File: src/hdl/lkd_pkg.sv
// Package: register map, config fields and window thresholds of the lock detector
package lkd_pkg;

  // ****************************************************************
  // Register map
  // ****************************************************************
  localparam logic [9:0] LKD_CFG_ADDR  = 10'h018;
  localparam logic [7:0] LKD_CFG_RESET = 8'h06;
  localparam int         LKD_ADDR_W    = 10;

  // Field positions of lock_detect_and_ref_input_cfg
  localparam int LKD_DC_OFFSET_BIT = 7;
  localparam int LKD_CNT_SEL_HI    = 6;
  localparam int LKD_CNT_SEL_LO    = 5;
  localparam int LKD_WIN_SEL_BIT   = 4;
  localparam int LKD_DISABLE_BIT   = 3;

  // ****************************************************************
  // Lock counts per count-select code
  // ****************************************************************
  localparam logic [7:0] LKD_CNT_SEL0 = 8'h05;
  localparam logic [7:0] LKD_CNT_SEL1 = 8'h10;
  localparam logic [7:0] LKD_CNT_SEL2 = 8'h40;
  localparam logic [7:0] LKD_CNT_SEL3 = 8'hFF;

  // ****************************************************************
  // Windows, in picoseconds, and the step of the edge difference input
  // ****************************************************************
  localparam int LKD_STEP_PS       = 100;
  localparam int LKD_LOCK_HI_PS    = 3500;
  localparam int LKD_UNLOCK_HI_PS  = 7000;
  localparam int LKD_LOCK_LO_PS    = 1500;
  localparam int LKD_UNLOCK_LO_PS  = 3000;
  localparam int LKD_LOCK_HI_STEPS   = LKD_LOCK_HI_PS / LKD_STEP_PS;
  localparam int LKD_UNLOCK_HI_STEPS = LKD_UNLOCK_HI_PS / LKD_STEP_PS;
  localparam int LKD_LOCK_LO_STEPS   = LKD_LOCK_LO_PS / LKD_STEP_PS;
  localparam int LKD_UNLOCK_LO_STEPS = LKD_UNLOCK_LO_PS / LKD_STEP_PS;

  // ****************************************************************
  // Carriers
  // ****************************************************************
  typedef struct packed {
    logic       dc_offset_en;
    logic [1:0] cnt_sel;
    logic       win_low;
    logic       lock_dis;
    logic [2:0] other;
  } lkd_cfg_t;

  typedef struct packed {
    logic                  wr;
    logic [LKD_ADDR_W-1:0] addr;
    logic [7:0]            wdata;
  } lkd_reg_req_t;

endpackage : lkd_pkg

File: src/hdl/lkd_run_counter.sv
// Saturating run counter that flags when a target count is reached
`timescale 1ns/10ps
module lkd_run_counter #(
  parameter int CNT_W = 8
) (
  // Clock and reset
  input  wire logic             clk_i,
  input  wire logic             rst_i,
  // Control
  input  wire logic             clr_i,
  input  wire logic             inc_i,
  input  wire logic [CNT_W-1:0] target_i,
  // Status
  output logic      [CNT_W-1:0] count_o,
  output logic                  reached_o
);

  logic [CNT_W-1:0] cnt_ff;
  logic [CNT_W-1:0] nxt_cnt;

  generate
    if (CNT_W < 1) begin : g_bad_width
      $error("lkd_run_counter: CNT_W must be at least 1");
    end
  endgenerate

  always_comb begin
    nxt_cnt = cnt_ff;
    if (clr_i) begin
      nxt_cnt = '0;
    end else if (inc_i && (cnt_ff != target_i)) begin
      nxt_cnt = cnt_ff + CNT_W'(1);
    end
  end

  always_ff @(posedge clk_i or posedge rst_i) begin
    if (rst_i) begin
      cnt_ff <= '0;
    end else begin
      cnt_ff <= nxt_cnt;
    end
  end

  assign count_o   = cnt_ff;
  assign reached_o = (nxt_cnt == target_i) && inc_i && !clr_i;

endmodule : lkd_run_counter

File: src/hdl/lkd_digital_lock_detect.sv
// Digital lock detector with its configuration register
`timescale 1ns/10ps

// Contract
// - Count consecutive in-window cycles; raise flag at programmed count; restart outside window.
// - Count select 00/01/10/11 requires 5/16/64/255 cycles; 00 is the reset value.
// - Edge difference below the selected lock window sets the lock flag.
// - Flag stays set until edge difference exceeds the loss-of-lock threshold or config bit 3 disables lock detection.
// - Config bit 7 enables the reference dc offset; reset value is disabled.
module lkd_digital_lock_detect #(
  parameter int DIFF_W = 8
) (
  // Clock and reset
  input  wire logic              clk_i,
  input  wire logic              rst_i,
  // Register port
  input  wire logic              reg_wr_i,
  input  wire logic [9:0]        reg_addr_i,
  input  wire logic [7:0]        reg_wdata_i,
  output logic      [7:0]        reg_rdata_o,
  // Phase/frequency comparator edge timing
  input  wire logic              cmp_strobe_i,
  input  wire logic [DIFF_W-1:0] cmp_diff_i,
  // Status and controls
  output logic                   digital_lock_flag_o,
  output logic [7:0]             lock_count_o,
  output logic                   ref_dc_offset_en_o
);

  // ****************************************************************
  // Elaboration checks
  // ****************************************************************
  generate
    if ((DIFF_W < 1) || (DIFF_W > 16) ||
        ((1 << DIFF_W) <= lkd_pkg::LKD_UNLOCK_HI_STEPS)) begin : g_bad_width
      $error("lkd_digital_lock_detect: DIFF_W cannot hold the window thresholds");
    end
  endgenerate

  localparam logic [DIFF_W-1:0] LOCK_HI   = DIFF_W'(lkd_pkg::LKD_LOCK_HI_STEPS);
  localparam logic [DIFF_W-1:0] UNLOCK_HI = DIFF_W'(lkd_pkg::LKD_UNLOCK_HI_STEPS);
  localparam logic [DIFF_W-1:0] LOCK_LO   = DIFF_W'(lkd_pkg::LKD_LOCK_LO_STEPS);
  localparam logic [DIFF_W-1:0] UNLOCK_LO = DIFF_W'(lkd_pkg::LKD_UNLOCK_LO_STEPS);

  // ****************************************************************
  // Configuration register
  // ****************************************************************
  lkd_pkg::lkd_reg_req_t req;
  lkd_pkg::lkd_cfg_t     cfg_ff;
  lkd_pkg::lkd_cfg_t     nxt_cfg;
  logic [7:0]            rdata_ff;
  logic [7:0]            nxt_rdata;

  assign req = '{wr: reg_wr_i, addr: reg_addr_i, wdata: reg_wdata_i};

  always_comb begin
    nxt_cfg   = cfg_ff;
    nxt_rdata = 8'h00;
    if (req.addr == lkd_pkg::LKD_CFG_ADDR) begin
      nxt_rdata = cfg_ff;
      if (req.wr) begin
        nxt_cfg = lkd_pkg::lkd_cfg_t'(req.wdata);
      end
    end
  end

  always_ff @(posedge clk_i or posedge rst_i) begin
    if (rst_i) begin
      cfg_ff   <= lkd_pkg::lkd_cfg_t'(lkd_pkg::LKD_CFG_RESET);
      rdata_ff <= 8'h00;
    end else begin
      cfg_ff   <= nxt_cfg;
      rdata_ff <= nxt_rdata;
    end
  end

  assign reg_rdata_o        = rdata_ff;
  assign ref_dc_offset_en_o = cfg_ff.dc_offset_en;

  // ****************************************************************
  // Window compare
  // ****************************************************************
  logic [7:0]        target;
  logic [DIFF_W-1:0] lock_win;
  logic [DIFF_W-1:0] unlock_thr;
  logic              in_win;
  logic              beyond_thr;

  always_comb begin
    unique case (cfg_ff.cnt_sel)
      2'b00: target = lkd_pkg::LKD_CNT_SEL0;
      2'b01: target = lkd_pkg::LKD_CNT_SEL1;
      2'b10: target = lkd_pkg::LKD_CNT_SEL2;
      2'b11: target = lkd_pkg::LKD_CNT_SEL3;
    endcase
  end

  // Low range uses the tighter pair of windows
  assign lock_win   = cfg_ff.win_low ? LOCK_LO : LOCK_HI;
  assign unlock_thr = cfg_ff.win_low ? UNLOCK_LO : UNLOCK_HI;
  assign in_win     = cmp_diff_i < lock_win;
  assign beyond_thr = cmp_diff_i > unlock_thr;

  // ****************************************************************
  // Consecutive cycle counter and lock flag
  // ****************************************************************
  logic cnt_clr;
  logic cnt_inc;
  logic reached;
  logic lock_ff;
  logic nxt_lock;

  // An out-of-window edge restarts the run even while the flag holds
  assign cnt_clr = cfg_ff.lock_dis || (cmp_strobe_i && !in_win);
  assign cnt_inc = cmp_strobe_i && in_win;

  lkd_run_counter #(
    .CNT_W     (8)
  ) u_run_counter (
    .clk_i     (clk_i),
    .rst_i     (rst_i),
    .clr_i     (cnt_clr),
    .inc_i     (cnt_inc),
    .target_i  (target),
    .count_o   (lock_count_o),
    .reached_o (reached)
  );

  always_comb begin
    nxt_lock = lock_ff;
    if (cfg_ff.lock_dis) begin
      nxt_lock = 1'b0;
    end else if (reached) begin
      nxt_lock = 1'b1;
    end else if (cmp_strobe_i && beyond_thr) begin
      nxt_lock = 1'b0;
    end
  end

  always_ff @(posedge clk_i or posedge rst_i) begin
    if (rst_i) begin
      lock_ff <= 1'b0;
    end else begin
      lock_ff <= nxt_lock;
    end
  end

  assign digital_lock_flag_o = lock_ff;

endmodule : lkd_digital_lock_detect

File: config.mk
export PLATFORM = sky130hd
export DESIGN_NAME = lkd_digital_lock_detect
export DESIGN_NICKNAME = d
export VERILOG_FILES = /design/src/hdl/lkd_pkg.sv /design/src/hdl/lkd_run_counter.sv /design/src/hdl/lkd_digital_lock_detect.sv
export SDC_FILE = /design/constraint.sdc
export NUM_CORES = 1
export LEC_CHECK = 0
export BUFFER_PORTS_ARGS = -buffer_cell sky130_fd_sc_hd__clkbuf_2
export CORE_MARGIN = 3
export CORE_UTILIZATION = 46
export CTS_CLUSTER_DIAMETER = 30
export DETAILED_ROUTE_END_ITERATION = 10
export PLACE_DENSITY = 0.8
export SYNTH_ARGS = -nofsm -noshare
export SYNTH_HDL_FRONTEND = slang
export SYNTH_HIERARCHICAL = 1
export SYNTH_SLANG_ARGS = --single-unit
File: constraint.sdc
create_clock -name clk_i -period 3.3 [get_ports clk_i]
set_input_delay 0 -clock clk_i [delete_from_list [all_inputs] [get_ports clk_i]]
set_output_delay 0 -clock clk_i [all_outputs]
set_load 0.005 [all_outputs]
==> results.py <==
metrics = {
    "yosys": {
        "syn_area_per_cell_sq_um": 10.8,
        "synth_top_cell_area_share": 0.372,
        "ys_ff_latch": 25,
        "syn-num-nets": 183,
        "seq_area_frac_synth": 0.406,
        "yosys_warnings": 6,
        "synthDistinctLibCells": 42,
        "yosysTopAreaCell": "dfrtp_1",
        "synth_cells": 143,
        "synthTopCellsByArea": "dfrtp_1 37%, ha_1 8.1%, mux2_2 6.6%",
        "synth_area_sq_mm": 0.00155,
    },
    "timing": {
        "finalClockSkew_ns": 0.00229,
        "slew_headroom": 0.576,
        "worst_pin_slew_ns": 0.636,
        "slew_violations": 0,
        "fin_crit_sh": 1.00,
        "fin_crit_ns": 3.32,
        "setup_slack_ns": -0.0150,
        "rsz0062_at_grt": "yes",
        "setup_viol": 1,
        "finalHoldViolCount": 0,
        "fmax_mhz": 302,
    },
    "job": {
        "maxCapViolCount": 0,
    },
    "global_route": {
        "grt_pass1_vias": 1372,
        "grt_util_all_layers": 0.185,
        "grt_pass1_wl_um": 6060,
        "antenna_found_initial": 0,
        "overflow": 0,
        "grt_max_degree": 18,
    },
    "floorplanning": {
        "initial_utilization": 0.494,
        "fp.dieH_um": 64.0,
        "ioPinCount": 48,
        "core_sq_mm": 0.00313,
        "num_rows": 20,
        "dieArea_sq_mm": 0.00409,
        "fp.dieW_um": 64.0,
    },
    "cells_and_area": {
        "fillers": 250,
        "stdcell_count": 258,
        "diodes": 0,
        "final_common_cell": "clkbuf_2",
        "layout-drive-gt1-share": 0.425,
        "final_util": 0.666,
        "finalNetCount": 255,
        "final_cell_mix": "47 x clkbuf_2, 23 x dfrtp_1, 13 x nor2_1, 12 x buf_4, 10 x xor2_1",
        "synthToLayoutAreaGrowth_pct": 34.9,
    },
    "power_and_ir_drop": {
        "power.density_mw_per_mm2": 257,
        "power_uw": 535,
        "vdd_ir_drop_max_mv": 0.329,
        "power_leakage_nw": 1.06,
    },
    "placed_design": {
        "portBuffers": 47,
        "hpwl_um": 2760,
        "dp.cells": 244,
        "globalplace.congestion": 0.913,
    },
    "clock_tree": {
        "clock_latency_ns": 0.32,
        "tritoncts": "yes",
        "cts_sinks": 25,
        "htree_levels": 1,
        "cts_buffers": 3,
        "clk_pin_slew_ns": 0.14,
        "clockRootBuffer": "clkbuf_4",
        "cts.path.max_buffers": 2,
    },
    "critical_path": {
        "cp-start-kind": "register",
        "worstSetupPathType": "register to register",
        "worstSetupEndpointType": "register",
        "arrival_ns": 3.56,
        "path_max_fanout": 3,
        "critPathRequiredTime_ns": 3.55,
    },
    "route": {
        "vias_per_cell": 5.08,
        "post_drt_wl_per_cell_um": 13.5,
        "num_vias": 1310,
        "wl_um": 3480,
        "initialDrtViolationCount": 33,
        "ant_nets": 0,
        "first_pass_iters": 4,
        "drc": 0,
    },
    "worst_hold_path": {
        "min_path_type": "input pin to register",
    },
    "run_status": {
        "violations": "negative setup slack",
        "outcome": "complete, but fails checks",
    },
}
synthesized netlist by cell type:
cell type   n
dfrtp_1    23
mux2i_1     1
nor2b_1     4
inv_1       8
mux2_2      9
nor4b_4     1
nor3_1      1
o21ai_1     3
a31o_1      1
nand4_4     1
or4_4       2
o221a_2     1
o2111ai_1   1
nand4bb_1   1
or3_1       2
a311o_2     1
a211oi_1    1
and2_1      8
nor4_4      1
clkbuf_1    1
or2_2       1
or4_1       1
mux2_1      1
o311a_1     1
ha_1       10
a31oi_1     1
nor4_2      1
nor2_1     13
nor2_4      1
nand3_2     1
a211o_1     1
xnor2_1     6
a21oi_1     3
and3_1      3
xor2_1     10
nand3_1     3
nand2_1     6
dfstp_2     2
o31ai_1     1
nand4_1     2
o21ai_0     1
o211ai_1    3
flip-flops by register name, summed over array words and instances, names as in the netlist:
| name | cells |
|---|---|
| digital_lock_flag_o | 1 |
| reg_rdata_o | 8 |
| cfg_ff | 7 |
| ref_dc_offset_en_o | 1 |
| u_run_counter/count_o | 8 |
final timing paths:
kind / slack, ns / depth (start not counted) / endpoint / from
max in group asynchronous: 2.62 / 3 / reg_rdata_o[5] / rst_i
worst max-delay path: -0.02 / 14 / digital_lock_flag_o / cfg_ff[4]
worst min register to register: 0.51 / 1 / reg_rdata_o[0] / cfg_ff[0]
min in group asynchronous: 0.14 / 3 / u_run_counter/count_o[5] / rst_i
worst max register to register: -0.02 / 14 / digital_lock_flag_o / cfg_ff[4]
worst min-delay path: 0.04 / 4 / digital_lock_flag_o / cmp_diff_i[7]
power by group:
part | leakage [nW] | switching [mW] | total, mW | internal (mW)
Combinational | 0.695 | 0.0379 | 0.0779 | 0.0400
Sequential | 0.342 | 0.00194 | 0.311 | 0.309
Clock | 0.0183 | 0.0971 | 0.146 | 0.0494
metrics by stage:
| step | hold slack (ns) | worst slack (ns) | setup TNS (ns) | instance area, sq um |
|---|---|---|---|---|
| finish | 0.0369 | -0.0150 | -0.0150 | 2080 |
| global placement | -0.0455 | 0.0126 | 0 | 1920 |
| detailed placement | -0.0353 | -0.135 | -0.135 | 1920 |
| CTS | 0.0253 | -0.0207 | -0.0207 | 2060 |
| floorplan | -0.184 | -0.0609 | -0.0609 | 1550 |
| global route | 0.0505 | -0.237 | -0.237 | 2080 |
per-layer routing:
metal,vias to the layer above,track usage,share of wire
li1,649,-,-
met1,614,0.217,0.41
met2,45,0.334,0.51
met3,2,0.0545,0.068
met4,0,0.0296,0.0049
met5,-,0,0
repair_timing:
action | in CTS | in global routing
resized for setup | 2 | 3
hold buffers | 9 | 0
endpoints found under the hold margin | 31 | 0
setup buffers | 0 | 1
endpoints found under the setup margin | 1 | 1
pin swaps | 2 | 0
logic make-up after synthesis:
| kind of cell | synth area share |
|---|---|
| DFF | 0.406 |
| xor gates and xnor gates | 0.0907 |
| adders and majority gates | 0.0810 |
| buffers and inverters | 0.0219 |
| muxes | 0.0794 |
| AOI/OAI and AO/OA | 0.0891 |
| and+or+nand+nor | 0.232 |
worst max-delay path: stages, from the launching register on:
cell	delay (ns)
dfrtp_1	0.42
inv_2	0.09
ha_4	0.20
a31o_1	0.21
a211o_1	0.28
a21oi_2	0.17
nand3_2	0.09
or3_1	0.33
or4_4	0.42
and3_1	0.17
or3_1	0.35
nor4_4	0.16
inv_1	0.06
o311a_1	0.11
a211oi_2	0.18
area by class of cell:
| type | instances | area, sq um | area share |
|---|---|---|---|
| flip-flops and latches | 25 | 628 | 0.301 |
| clock buffers | 3 | 22.5 | 0.0108 |
| multi-input cells | 109 | 925 | 0.444 |
| clock inverters | 1 | 8.76 | 0.00420 |
| well taps | 44 | 55.1 | 0.0264 |
| repair buffers | 68 | 415 | 0.199 |
| inverters | 8 | 30.0 | 0.0144 |
Note: power is estimated with default switching activity, not from simulation.
